===== src/hw/mac_tx_defs.svh =====
// Constants of the transmit MAC: offsets, reset values, timing counts.
// Assumes a 100 MHz system clock; included by bare name.
`ifndef MAC_TX_DEFS_SVH
`define MAC_TX_DEFS_SVH
// -------------------------------------------------
// Register offsets and reset values (bytes free)
// -------------------------------------------------
`define REG_LOW_WM_OFS 8'hB0
`define REG_HIGH_WM_OFS 8'hB2
`define REG_OVR_WM_OFS 8'hB4
`define REG_STATUS_OFS 8'hB6
`define LOW_WM_RST 16'h1400
`define HIGH_WM_RST 16'h0C00
`define OVR_WM_RST 16'h0100
// -------------------------------------------------
// Timing: clock period, bit times, counts in bits, jam bytes and attempt limits
// -------------------------------------------------
`define CLK_PERIOD_NS 10
`define BIT_NS_10M 100
`define BIT_NS_100M 10
`define IPG_BITS 96
`define SLOT_BITS 512
`define QUANTUM_BITS 512
`define JAM_BYTES 4
`define MAX_ATTEMPTS 16
`define BACKOFF_LIMIT 10
`define BP_ON_BITS_DEF 20000
`define BP_OFF_BITS 48
// -------------------------------------------------
// Frame layout
// -------------------------------------------------
`define PREAMBLE_BYTES 8
`define PREAMBLE_BYTE 8'h55
`define SFD_BYTE 8'hD5
`define PAUSE_LAST_BYTE 59
`define PAUSE_DA 48'h0180C2000001
`define PAUSE_TYPE 16'h8808
`define PAUSE_OPCODE 16'h0001
`define PAUSE_TIME_XOFF 16'hFFFF
`define PAUSE_TIME_XON 16'h0000
`define LFSR_SEED 16'hACE1
`endif


===== src/hw/mac_tx_pkg.sv =====
// Types shared by the transmit MAC files.
// Assumes nothing of its surroundings.
package mac_tx_pkg;
   // Transmit sequencer states
   typedef enum logic [3:0] {
      ST_IDLE, ST_PRE, ST_DATA, ST_JAM, ST_TAIL,
      ST_BACKOFF, ST_GAP, ST_BP_ON, ST_BP_OFF
   } tx_state_t;
   // What the current frame is
   typedef enum logic [1:0] {KIND_NORMAL, KIND_XOFF, KIND_XON} frame_kind_t;
endpackage


===== src/hw/byte_stream_if.sv =====
// Byte stream with valid and ready between the MAC's own modules.
// Assumes both ends share one clock.
`timescale 1ns/1ps
`default_nettype none
interface byte_stream_if;
   logic valid; // Byte offered
   logic ready; // Byte accepted
   logic last;  // Final byte of frame
   logic [7:0] data;
   modport src (output valid, output data, output last, input ready);
   modport snk (input valid, input data, input last, output ready);
endinterface
`default_nettype wire


===== src/hw/mac_tx_flow_backpressure.sv =====
// Transmit MAC: gap, back-off, collisions, pause, flow control, backpressure.
// Assumes a PHY byte port paced here, a frame source that restarts on
// rewind and skips on drop, and receive logic reporting pause frames.
`timescale 1ns/1ps
`include "mac_tx_defs.svh"
`default_nettype none
module mac_tx_flow_backpressure import mac_tx_pkg::*; #(
   parameter int BP_ON_BITS = `BP_ON_BITS_DEF, // Carrier on time, bits
   parameter logic [47:0] STATION_ADDR = 48'h020000000001 // Arbitrary
) (
   input wire logic sys_clk_in,
   input wire logic rst_n_in,
   input wire logic [7:0] reg_addr_in,
   input wire logic [15:0] reg_wdata_in,
   input wire logic reg_wr_in,
   input wire logic reg_rd_in,
   output logic [15:0] reg_rdata_out,
   input wire logic duplex_full_in,
   input wire logic speed_100_in,
   input wire logic crs_in,
   input wire logic col_in,
   input wire logic bp_enable_in,
   input wire logic pause_rx_valid_in,
   input wire logic [15:0] pause_rx_quanta_in,
   input wire logic [15:0] rxq_free_in,
   input wire logic [7:0] tx_data_in,
   input wire logic tx_last_in,
   input wire logic tx_valid_in,
   output logic tx_ready_out,
   output logic tx_done_out,
   output logic tx_rewind_out,
   output logic tx_drop_out,
   output logic phy_tx_en_out,
   output logic [7:0] phy_txd_out,
   output logic rx_drop_out,
   output logic flow_active_out,
   output logic paused_out
);
   // -------------------------------------------------
   // Declarations
   // -------------------------------------------------
   logic [3:0] sync_a; // First synchroniser stage
   logic [3:0] sync_b; // Second synchroniser stage
   logic crs_s, col_s, duplex_s, speed_s;
   logic half; // Half duplex link
   logic [3:0] div; // Bit time divider
   logic bit_tick; // One bit time passed
   logic [2:0] bit_idx;
   logic byte_tick; // One byte time passed
   logic [15:0] lfsr; // Back-off random source
   tx_state_t state;
   tx_state_t tail_next; // State after carrier drops
   frame_kind_t kind;
   logic [5:0] byte_idx;
   logic [9:0] frame_bits; // Bits since frame start
   logic [6:0] gap_cnt;
   logic [19:0] tmr; // Back-off or carrier timer
   logic [4:0] attempts; // Collisions of this frame
   logic coll_seen;
   logic [15:0] quanta_cnt; // Pause quanta left
   logic [8:0] quanta_sub; // Bits within a quantum
   logic fc_active; // Flow control invoked
   logic fc_prev;
   logic xoff_pend, xon_pend;
   logic bp_active;
   logic col_hit;
   logic pause_start, xoff_take, xon_take;
   logic flush;
   logic [3:0] bo_exp;
   logic [9:0] bo_mask;
   logic [15:0] low_wm, high_wm, ovr_wm;

   byte_stream_if up_if ();
   byte_stream_if dn_if ();

   // -------------------------------------------------
   // Byte path buffer
   // -------------------------------------------------
   assign up_if.valid = tx_valid_in;
   assign up_if.data = tx_data_in;
   assign up_if.last = tx_last_in;
   assign tx_ready_out = up_if.ready;
   assign dn_if.ready = byte_tick && (state == ST_DATA) &&
      (kind == KIND_NORMAL) && !col_hit;
   assign flush = col_hit;

   two_entry_buffer u_buf (
      .sys_clk_in(sys_clk_in),
      .rst_n_in(rst_n_in),
      .flush_in(flush),
      .fill_in(up_if),
      .drain_out(dn_if)
   );

   // -------------------------------------------------
   // Pin synchronisers and bit timing
   // -------------------------------------------------
   // Two stages for the speed, duplex, col and crs pin levels
   always_ff @(posedge sys_clk_in or negedge rst_n_in) begin
      if (!rst_n_in) begin
         sync_a <= 4'h0;
         sync_b <= 4'h0;
      end else begin
         sync_a <= {speed_100_in, duplex_full_in, col_in, crs_in};
         sync_b <= sync_a;
      end
   end
   assign {speed_s, duplex_s, col_s, crs_s} = sync_b;
   assign half = !duplex_s;

   // Bit tick per link speed
   always_ff @(posedge sys_clk_in or negedge rst_n_in) begin
      if (!rst_n_in) begin
         div <= 4'h0;
         bit_idx <= 3'h0;
      end else begin
         if (div == 4'h0) begin
            div <= speed_s ? 4'(`BIT_NS_100M / `CLK_PERIOD_NS - 1) :
               4'(`BIT_NS_10M / `CLK_PERIOD_NS - 1);
            bit_idx <= bit_idx + 3'h1;
         end else begin
            div <= div - 4'h1;
         end
      end
   end
   assign bit_tick = (div == 4'h0);
   assign byte_tick = bit_tick && (bit_idx == 3'h7);

   // Free-running random source
   always_ff @(posedge sys_clk_in or negedge rst_n_in) begin
      if (!rst_n_in) lfsr <= `LFSR_SEED;
      else lfsr <= {lfsr[14:0], lfsr[15] ^ lfsr[13] ^ lfsr[12] ^ lfsr[10]};
   end

   // Back-off window for the next attempt
   assign bo_exp = (attempts >= 5'(`BACKOFF_LIMIT - 1)) ? 4'(`BACKOFF_LIMIT) :
      4'(attempts + 5'h1);
   assign bo_mask = 10'((11'h001 << bo_exp) - 11'h001);

   // -------------------------------------------------
   // Received pause timer
   // -------------------------------------------------
   // Load on pause frame, count down in quanta
   always_ff @(posedge sys_clk_in or negedge rst_n_in) begin
      if (!rst_n_in) begin
         quanta_cnt <= 16'h0000;
         quanta_sub <= 9'h000;
      end else if (pause_rx_valid_in && duplex_s) begin
         quanta_cnt <= pause_rx_quanta_in;
         quanta_sub <= 9'h000;
      end else if (quanta_cnt != 16'h0000 && bit_tick) begin
         quanta_sub <= quanta_sub + 9'h001;
         if (quanta_sub == 9'(`QUANTUM_BITS - 1)) begin
            quanta_cnt <= quanta_cnt - 16'h0001;
         end
      end
   end
   assign paused_out = (quanta_cnt != 16'h0000);

   // -------------------------------------------------
   // Watermark flow control
   // -------------------------------------------------
   // Hysteresis between high and low marks
   always_ff @(posedge sys_clk_in or negedge rst_n_in) begin
      if (!rst_n_in) begin
         fc_active <= 1'b0;
         fc_prev <= 1'b0;
         rx_drop_out <= 1'b0;
      end else begin
         if (rxq_free_in <= high_wm) fc_active <= 1'b1;
         else if (rxq_free_in >= low_wm) fc_active <= 1'b0;
         fc_prev <= fc_active;
         rx_drop_out <= (rxq_free_in <= ovr_wm);
      end
   end
   assign flow_active_out = fc_active;
   assign bp_active = half && fc_active && bp_enable_in;

   // Pause frame requests; a new request wins over its clear
   assign pause_start = (state == ST_IDLE) && !half && (xoff_pend || xon_pend);
   assign xoff_take = pause_start && xoff_pend;
   assign xon_take = pause_start && !xoff_pend;
   always_ff @(posedge sys_clk_in or negedge rst_n_in) begin
      if (!rst_n_in) begin
         xoff_pend <= 1'b0;
         xon_pend <= 1'b0;
      end else begin
         if (fc_active && !fc_prev && !half) xoff_pend <= 1'b1;
         else if (xoff_take || half) xoff_pend <= 1'b0;
         if (!fc_active && fc_prev && !half) xon_pend <= 1'b1;
         else if (xon_take || half || (fc_active && !fc_prev)) xon_pend <= 1'b0;
      end
   end

   // Byte of an outgoing pause frame
   function automatic logic [7:0] pause_byte(input logic [5:0] idx,
                                             input frame_kind_t k);
      logic [15:0] ptime;
      logic [143:0] hdr;
      ptime = (k == KIND_XOFF) ? `PAUSE_TIME_XOFF : `PAUSE_TIME_XON;
      hdr = {`PAUSE_DA, STATION_ADDR, `PAUSE_TYPE, `PAUSE_OPCODE, ptime};
      if (idx < 6'h12) pause_byte = hdr[8'(143 - 8 * idx) -: 8];
      else pause_byte = 8'h00;
   endfunction

   // -------------------------------------------------
   // Transmit sequencer
   // -------------------------------------------------
   assign col_hit = half && col_s && (state == ST_PRE || state == ST_DATA);

   // Frame, jam, gap, back-off and carrier sequencing with PHY bytes
   always_ff @(posedge sys_clk_in or negedge rst_n_in) begin
      if (!rst_n_in) begin
         state <= ST_IDLE;
         tail_next <= ST_GAP;
         kind <= KIND_NORMAL;
         byte_idx <= 6'h00;
         frame_bits <= 10'h000;
         gap_cnt <= 7'h00;
         tmr <= 20'h00000;
         attempts <= 5'h00;
         coll_seen <= 1'b0;
         phy_tx_en_out <= 1'b0;
         phy_txd_out <= 8'h00;
         tx_done_out <= 1'b0;
         tx_rewind_out <= 1'b0;
         tx_drop_out <= 1'b0;
      end else begin
         tx_done_out <= 1'b0;
         tx_rewind_out <= 1'b0;
         tx_drop_out <= 1'b0;
         unique case (state)
            ST_IDLE: begin
               byte_idx <= 6'h00;
               frame_bits <= 10'h000;
               if (pause_start) begin
                  // Own pause frames ignore the pause timer
                  kind <= xoff_take ? KIND_XOFF : KIND_XON;
                  state <= ST_PRE;
               end else if (dn_if.valid && !paused_out && !(half && crs_s)) begin
                  kind <= KIND_NORMAL;
                  state <= ST_PRE;
               end else if (bp_active) begin
                  tmr <= 20'h00000;
                  state <= ST_BP_ON;
               end
            end
            ST_PRE, ST_DATA: begin
               if (bit_tick && frame_bits != 10'h3FF) frame_bits <= frame_bits + 10'h001;
               if (col_hit) begin
                  coll_seen <= 1'b1;
                  byte_idx <= 6'h00;
                  state <= ST_JAM;
                  if (frame_bits >= 10'(`SLOT_BITS)) begin
                     tx_drop_out <= 1'b1;
                     attempts <= 5'h00;
                     tail_next <= ST_GAP;
                  end else if (attempts == 5'(`MAX_ATTEMPTS - 1)) begin
                     tx_drop_out <= 1'b1;
                     attempts <= 5'h00;
                     tail_next <= ST_GAP;
                  end else begin
                     tx_rewind_out <= 1'b1;
                     attempts <= attempts + 5'h01;
                     tmr <= {1'b0, lfsr[9:0] & bo_mask, 9'h000};
                     tail_next <= bp_active ? ST_BP_ON : ST_BACKOFF;
                  end
               end else if (byte_tick) begin
                  phy_tx_en_out <= 1'b1;
                  if (state == ST_PRE) begin
                     phy_txd_out <= (byte_idx == 6'(`PREAMBLE_BYTES - 1)) ?
                        `SFD_BYTE : `PREAMBLE_BYTE;
                     byte_idx <= byte_idx + 6'h01;
                     if (byte_idx == 6'(`PREAMBLE_BYTES - 1)) begin
                        byte_idx <= 6'h00;
                        state <= ST_DATA;
                     end
                  end else if (kind == KIND_NORMAL) begin
                     if (dn_if.valid) begin
                        phy_txd_out <= dn_if.data;
                        if (dn_if.last) begin
                           tx_done_out <= 1'b1;
                           attempts <= 5'h00;
                           tail_next <= ST_GAP;
                           state <= ST_TAIL;
                        end
                     end
                  end else begin
                     phy_txd_out <= pause_byte(byte_idx, kind);
                     byte_idx <= byte_idx + 6'h01;
                     if (byte_idx == 6'(`PAUSE_LAST_BYTE)) begin
                        tail_next <= ST_GAP;
                        state <= ST_TAIL;
                     end
                  end
               end
            end
            ST_JAM: begin
               if (byte_tick) begin
                  phy_tx_en_out <= 1'b1;
                  phy_txd_out <= `PREAMBLE_BYTE;
                  byte_idx <= byte_idx + 6'h01;
                  if (byte_idx == 6'(`JAM_BYTES - 1)) begin
                     // Under backpressure the carrier simply continues
                     if (tail_next == ST_BP_ON) begin
                        tmr <= 20'h00000;
                        state <= ST_BP_ON;
                     end else begin
                        state <= ST_TAIL;
                     end
                  end
               end
            end
            ST_TAIL: begin
               if (byte_tick) begin
                  phy_tx_en_out <= 1'b0;
                  phy_txd_out <= 8'h00;
                  gap_cnt <= 7'h00;
                  if (tail_next != ST_BACKOFF) tmr <= 20'h00000;
                  state <= tail_next;
               end
            end
            ST_BACKOFF: begin
               if (bit_tick) begin
                  if (tmr == 20'h00000) begin
                     gap_cnt <= 7'h00;
                     state <= ST_GAP;
                  end else begin
                     tmr <= tmr - 20'h00001;
                  end
               end
            end
            ST_GAP: begin
               if (bit_tick) begin
                  if (half && coll_seen && crs_s) begin
                     gap_cnt <= 7'h00;
                  end else if (gap_cnt == 7'(`IPG_BITS - 1)) begin
                     coll_seen <= 1'b0;
                     state <= ST_IDLE;
                  end else begin
                     gap_cnt <= gap_cnt + 7'h01;
                  end
               end
            end
            ST_BP_ON: begin
               // Own collisions here are ignored: carrier is held
               if (bit_tick) tmr <= tmr + 20'h00001;
               if (byte_tick) begin
                  if (!bp_active || dn_if.valid) begin
                     tail_next <= ST_GAP;
                     state <= ST_TAIL;
                  end else if (tmr >= 20'(BP_ON_BITS)) begin
                     tail_next <= ST_BP_OFF;
                     state <= ST_TAIL;
                  end else begin
                     phy_tx_en_out <= 1'b1;
                     phy_txd_out <= `PREAMBLE_BYTE;
                  end
               end
            end
            ST_BP_OFF: begin
               // Silence shorter than a gap keeps others deferred
               if (bit_tick) begin
                  tmr <= tmr + 20'h00001;
                  if (tmr == 20'(`BP_OFF_BITS - 1)) begin
                     tmr <= 20'h00000;
                     gap_cnt <= 7'h00;
                     state <= (bp_active && !dn_if.valid) ? ST_BP_ON : ST_GAP;
                  end
               end
            end
         endcase
      end
   end

   // -------------------------------------------------
   // Registers
   // -------------------------------------------------
   // Watermark writes
   always_ff @(posedge sys_clk_in or negedge rst_n_in) begin
      if (!rst_n_in) begin
         low_wm <= `LOW_WM_RST;
         high_wm <= `HIGH_WM_RST;
         ovr_wm <= `OVR_WM_RST;
      end else if (reg_wr_in) begin
         if (reg_addr_in == `REG_LOW_WM_OFS) low_wm <= reg_wdata_in;
         if (reg_addr_in == `REG_HIGH_WM_OFS) high_wm <= reg_wdata_in;
         if (reg_addr_in == `REG_OVR_WM_OFS) ovr_wm <= reg_wdata_in;
      end
   end

   // Registered reads; unmapped reads zero
   always_ff @(posedge sys_clk_in or negedge rst_n_in) begin
      if (!rst_n_in) begin
         reg_rdata_out <= 16'h0000;
      end else if (reg_rd_in) begin
         unique case (reg_addr_in)
            `REG_LOW_WM_OFS: reg_rdata_out <= low_wm;
            `REG_HIGH_WM_OFS: reg_rdata_out <= high_wm;
            `REG_OVR_WM_OFS: reg_rdata_out <= ovr_wm;
            `REG_STATUS_OFS: reg_rdata_out <= {3'h0, attempts, 4'h0,
               rx_drop_out, (state == ST_BP_ON), paused_out, fc_active};
            default: reg_rdata_out <= 16'h0000;
         endcase
      end
   end
endmodule
`default_nettype wire


===== src/hw/two_entry_buffer.sv =====
// Two-entry buffer in the transmit byte path, with flush.
// Assumes fill and drain on the same clock; flush wins over a push.
`timescale 1ns/1ps
`default_nettype none
module two_entry_buffer (
   input wire logic sys_clk_in,
   input wire logic rst_n_in,
   input wire logic flush_in,
   byte_stream_if.snk fill_in,
   byte_stream_if.src drain_out
);
   logic [8:0] slot [2]; // Stored {last, data}
   logic wr_ptr;
   logic rd_ptr;
   logic [1:0] count;
   logic push;
   logic pop;

   assign fill_in.ready = (count != 2'h2);
   assign drain_out.valid = (count != 2'h0);
   assign drain_out.data = slot[rd_ptr][7:0];
   assign drain_out.last = slot[rd_ptr][8];
   assign push = fill_in.valid && fill_in.ready;
   assign pop = drain_out.valid && drain_out.ready;

   // Pointers and occupancy
   always_ff @(posedge sys_clk_in or negedge rst_n_in) begin
      if (!rst_n_in) begin
         wr_ptr <= 1'b0;
         rd_ptr <= 1'b0;
         count <= 2'h0;
      end else if (flush_in) begin
         wr_ptr <= 1'b0;
         rd_ptr <= 1'b0;
         count <= 2'h0;
      end else begin
         if (push) wr_ptr <= ~wr_ptr;
         if (pop) rd_ptr <= ~rd_ptr;
         if (push && !pop) count <= count + 2'h1;
         else if (pop && !push) count <= count - 2'h1;
      end
   end

   // Storage
   always_ff @(posedge sys_clk_in or negedge rst_n_in) begin
      if (!rst_n_in) begin
         slot[0] <= 9'h000;
         slot[1] <= 9'h000;
      end else if (push && !flush_in) begin
         slot[wr_ptr] <= {fill_in.last, fill_in.data};
      end
   end
endmodule
`default_nettype wire


===== config.mk =====
export PLATFORM = sky130hd
export DESIGN_NAME = mac_tx_flow_backpressure
export DESIGN_NICKNAME = d
export VERILOG_FILES = /design/src/hw/mac_tx_pkg.sv /design/src/hw/byte_stream_if.sv /design/src/hw/mac_tx_flow_backpressure.sv /design/src/hw/two_entry_buffer.sv
export VERILOG_INCLUDE_DIRS = /design/src /design/src/hw
export SDC_FILE = /design/constraint.sdc
export NUM_CORES = 1
export LEC_CHECK = 0
export ABC_AREA = 1
export BUFFER_PORTS_ARGS = -buffer_cell sky130_fd_sc_hd__buf_4
export CAP_MARGIN = 20
export CORE_MARGIN = 2
export CORE_UTILIZATION = 30
export DETAILED_ROUTE_END_ITERATION = 12
export PLACE_DENSITY = 0.58
export SYNTH_ARGS = -nofsm -noshare
export SYNTH_HDL_FRONTEND = slang
export SYNTH_SLANG_ARGS = --single-unit

===== constraint.sdc =====
create_clock -name sys_clk_in -period 3.2 [get_ports sys_clk_in]
set_input_delay 0.48 -clock sys_clk_in [delete_from_list [all_inputs] [get_ports sys_clk_in]]
set_output_delay 0.48 -clock sys_clk_in [all_outputs]
set_load 0.1 [all_outputs]

# Word level (Yosys, flattened, before mapping)
# Index checks and enable logic that the tools add are counted.
# totals
register_bits,218
latchBits,0
ramBits,0
rom_bits,0
in_bits,76
n_memories,0
# classes
addsub,14
mul,0
div,0
n_lt_le_gt_ge,10
eq_ne,66
n_shift,2
n_mux,156
n_bitwise,8
reduce_logical,90
# ops
cell,count
$mux 20,16
$shiftx 151x9->8,1
$mux 4,37
$pmux 20 s7,1
$mux 8,12
$mux 16,4
$pmux 16 s4,1
$mux 7,8
$mux 9,6
$ne 2x2->1 const B,26
$mux 5,8
$mux 1,36
$mux 6,6
$eq 8x8->1 const B,4
$le 16x16->1,2
$pmux 4 s8,1
$pmux 8 s4,1
$reduce_bool 2->1,16
$logic_and 1x1->1,31
$ne 4x3->1 const B,7
$pmux 7 s4,1
$add 20x1->20 const B,1
$eq 20x6->1 const B,1
$eq 4x3->1 const B,5
69 further kinds,114

# Longest topological paths before layout
# logic_depth
ltp_word,11
depth_mapped,16

# Hierarchy
# A second synthesis with hierarchy kept.
# unflattened
hier_cells,1726
area_unflattened_um2,13037.5
# by_module_without_submodules
mod,n_inst,cells_each,area_each_um2,seq_area_each_um2
mac_tx_flow_backpressure,1,1592,11950.2,4923.5
two_entry_buffer,1,134,1087.3,550.5

# Worst setup path after synthesis
# OpenSTA, ideal clock, no wires.
# synth_timing
path_type,reg-to-output
start,register quanta_cnt[0]
end,output port paused_out
arrival_ns,1.985
slack_ns,0.735
path_stages_with_launch,8
path_buffers,0
path_cell_list,dfrtp_1 > inv_1 > ha_1 > nand2_1 > nor2_1 > nand2_1 > nor2_1 > nand4_1
# synth_between
elab_chain_len,1
# synth_rtl
item,line,rtl
start: declaration,mac_tx_flow_backpressure.sv:60,logic [15:0] quanta_cnt;
start signal: assignment,mac_tx_flow_backpressure.sv:149,quanta_cnt <= pause_rx_quanta_in;
start signal: assignment,mac_tx_flow_backpressure.sv:154,quanta_cnt <= quanta_cnt - 16'h0001;
$reduce_bool 16->1,mac_tx_flow_backpressure.sv:158,assign paused_out = (quanta_cnt != 16'h0000);
end: declaration,mac_tx_flow_backpressure.sv:37,output logic paused_out
# No other way between the ends.

# Worst setup path after layout
# Ends and elaborated chain as after synthesis.

==> results.toml <==
[run_status]
outcome = "completed"

[critical_path]
worstSetupPathType = "reg -> out"
worstSetupEndpointType = "output pin"
setup.worst_path.start_class = "flop"
worst_path_largest_cell_delay_ns = 0.37
critical-path-top-delay-family = "simple AND/OR/NAND/NOR gates"
worstSetupPathDepth = 8
worst_path_max_delay_cell = "sky130_fd_sc_hd__dfrtp_1"
chain_of_cells_forming_the_critical_path = "inv_1 > ha_1 > nand2_1 > nor2_1 > nand2_1 > nor2_1 > nand4_1 > buf_4"
worst-endpoint-required_ns = 2.72
crit_path_max_fanout = 4
worstRegToRegCells = 11
ff2ff_setup_slack_ns = 0.74
critical_path.n_buffers_inverters = 2
cp_data_arrival_time_ns = 2.21

[cells_and_area]
post_layout_nonfiller_instances = 2409
finalCoreUtilization_pct = 35.7
drive_above_1_share_pct = 13.9
antenna_cells_inserted = 0
area_growth_syn_to_layout_pct = 18.0
final_nets = 1948

[grt]
global_route.usage.total_pct = 15.9
vias_in_the_first_global_route = 11200
grt_overflow_total = 0
grt_antenna_before_repair = 0
grt_start_max_net_pins = 78
grt_pass1_wl_um = 58000

[clocking]
clk_root_buffer_cell = "sky130_fd_sc_hd__clkbuf_16"
cts_inserted_buffers = 26
count_of_h_tree_levels_built_during_cts = 1
clkLatencyLatePin_ns = 0.55
cts_tree = "built"
post_cts_buffers = 0
clock_slew_seen_by_the_registers_of_the_worst_setup_and_hold_paths_ns = 0.06
cts.path.max_buffers = 3
clock-sinks = 218

[pwr]
power_leakage_nw = 7.22
switchingPower_mw = 5.16
netSwitchingFraction_pct = 43.8
seq_power_share_pct = 31.2
clockPowerShare_pct = 26.5
cell_internal_pwr_mw = 6.62
powerDensity_mw_per_mm2 = 767
ir_drop_v = 0.000405
comb_power_share_pct = 42.4
power_mw = 11.8

[place]
detailed_place_hpwl_um = 26600
place.port_buffers = 107
routabilityCongestion = 0.902
dpl.cell_count = 2360

[sta]
whs_ns = 0.0342
clock.fmax_mhz = 371
finalWorstPathRequiredPeriod_ns = 2.69
final-setup-viol-count = 0
max_slew.worst_pin.slew_ns = 0.704
period_share_pct = 84.2
report.final.hold_viol_count = 0
rsz0062_at_grt = "no"
final_setup_tns_ns = 0
timing_max_transition_violations_final = 0
final.setup_skew_ns = 0.0132
worst_slew_margin_rel_pct = 53.0

[yosys]
netlist.top_cell.by_area = "sky130_fd_sc_hd__dfrtp_1"
post_synth_instance_area_mm2 = 0.0130
synth_sequential_area_ratio_pct = 42.0
synth_top_family_by_area = "simple AND/OR/NAND/NOR gates"
synthesis.area_per_instance_um2 = 7.65
syn_nets = 1847
synth_largest_type_area_fraction_pct = 39.0
post_synth_xor_area_fraction_pct = 2.15
synth_async_sr_flop_share_pct = 100
synth.most_common_cell = "sky130_fd_sc_hd__nand2_1"
synth_simple_gate_area_share_pct = 26.2
postSynthCellCount = 1703
synth_commonest_cells = "388 x sky130_fd_sc_hd__nand2_1, 215 x sky130_fd_sc_hd__inv_1, 203 x sky130_fd_sc_hd__dfrtp_1, 187 x sky130_fd_sc_hd__o21ai_0, 139 x sky130_fd_sc_hd__nor2_1"
synth_compound_area_share_pct = 14.8
synth_warnings = 0
synth_area_leaders = "sky130_fd_sc_hd__dfrtp_1 39%, sky130_fd_sc_hd__nand2_1 11%, sky130_fd_sc_hd__o21ai_0 7.2%"
post_synth_num_cell_types = 51
dominantRegCellSynth = "sky130_fd_sc_hd__dfrtp_1"
synthAdderAreaFrac_pct = 6.53
synth_enable_flop_cells = 0
synth_mux_area_share_pct = 0
synth_seq_cells = 218

[route]
route.detailed.wl_per_inst_um = 14.9
drc = 0
vias = 11600
detail_route.wirelength_um = 35800
initialDrtViolationCount = 861
number_of_routed_nets_with_antenna_violations = 0
vias_per_cell = 4.80
drtPass1Iterations = 5

[floorplan]
coreArea_mm2 = 0.0430
start_util_pct = 30.3
die_width_um = 212
floorplan.io_pins = 108
rows = 76
chipHeight_um = 212
design.die.area_mm2 = 0.0451

[run]
timing.max_cap.violations = 0

[min_path]
hold_depth = 1
worst_hold_path_type = "in -> reg"
## cell usage in the layout (no fill, tap or decap), drive strengths merged
cell type,instances
nand2,402
inv,228
o21ai,209
dfrtp,203
nor2,159
buf,116
nand3,101
a21oi,80
ha,68
nor3,41
nand4,37
clkbuf,34
o22ai,28
xor2,24
dfstp,15
clkinv,10
o211ai,9
xnor2,8
a31oi,7
nor3b,6
nor4,5
or2,4
o221ai,4
nand3b,4
a211oi,3
o21a,3
o32ai,3
bufinv,3
a21boi,2
clkinvlp,2
and2,1
o2111ai,1
a31o,1
o31ai,1
o31a,1
dlygate4sd3,1
## stage by stage
step	worst slack, ns	instance area (µm²)
floorplan	0.735	13000
global placement	0.670	14400
detailed placement	0.620	14400
CTS	0.489	15400
global route	0.311	15400
finish	0.506	15400
## per-layer routing
metal	global-route usage, %	wire, µm
met1	21.6	16500
met2	26.6	16500
met3	2.75	2100
met4	3.16	601
met5	0	0
## state kept, by name, summed over array words and instances (netlist names), 8 cells and up
register / count
low_wm: 16
reg_rdata_out: 16
quanta_cnt: 16
phy_txd_out: 8
lfsr: 16
u_buf.slot: 18
tmr: 20
ovr_wm: 16
frame_bits: 10
quanta_sub: 9
high_wm: 16
## worst paths after layout
kind | from | endpoint
worst max-delay path | quanta_cnt[0] | paused_out
worst min-delay path | speed_100_in | sync_a[3]
worst max register to register | state[3] | tmr[14]
worst min register to register | sync_a[0] | sync_b[0]
max in group asynchronous | rst_n_in | lfsr[7]
min in group asynchronous | rst_n_in | tmr[6]
## power groups by stage
stage                     Sequential [mW]  Combinational [mW]  Clock, mW
after floorplan                      3.76                3.73          0
after global routing                 3.74                5.58       3.29
after global placement               3.70                4.85          0
final                                3.67                4.99       3.12
after detailed placement             3.71                4.92          0
after CTS                            3.67                4.96       3.18
## cell type report
cell class	instances	area, µm²
fillers	4563	27600
well taps	585	732
clock inverters	14	161
inverters	229	865
multi-input cells	1212	6460
flip-flops and latches	218	5470
repair buffers	117	926
clock buffers	34	742
## what timing repair did
| action | in CTS | in global routing |
|---|---|---|
| setup endpoints to repair | 0 | 0 |
| hold buffers | 1 | 0 |
| gates resized for setup | 0 | 0 |
| endpoints found under the hold margin | 72 | 0 |
## logic make-up after synthesis
family | Yosys count
DFF | 218
buffers and inverters | 273
xor gates and xnor gates | 32
adders and majority gates | 68
AOI/OAI and AO/OA | 352
and+or+nand+nor | 760
Power figures use the tool's default switching activity.
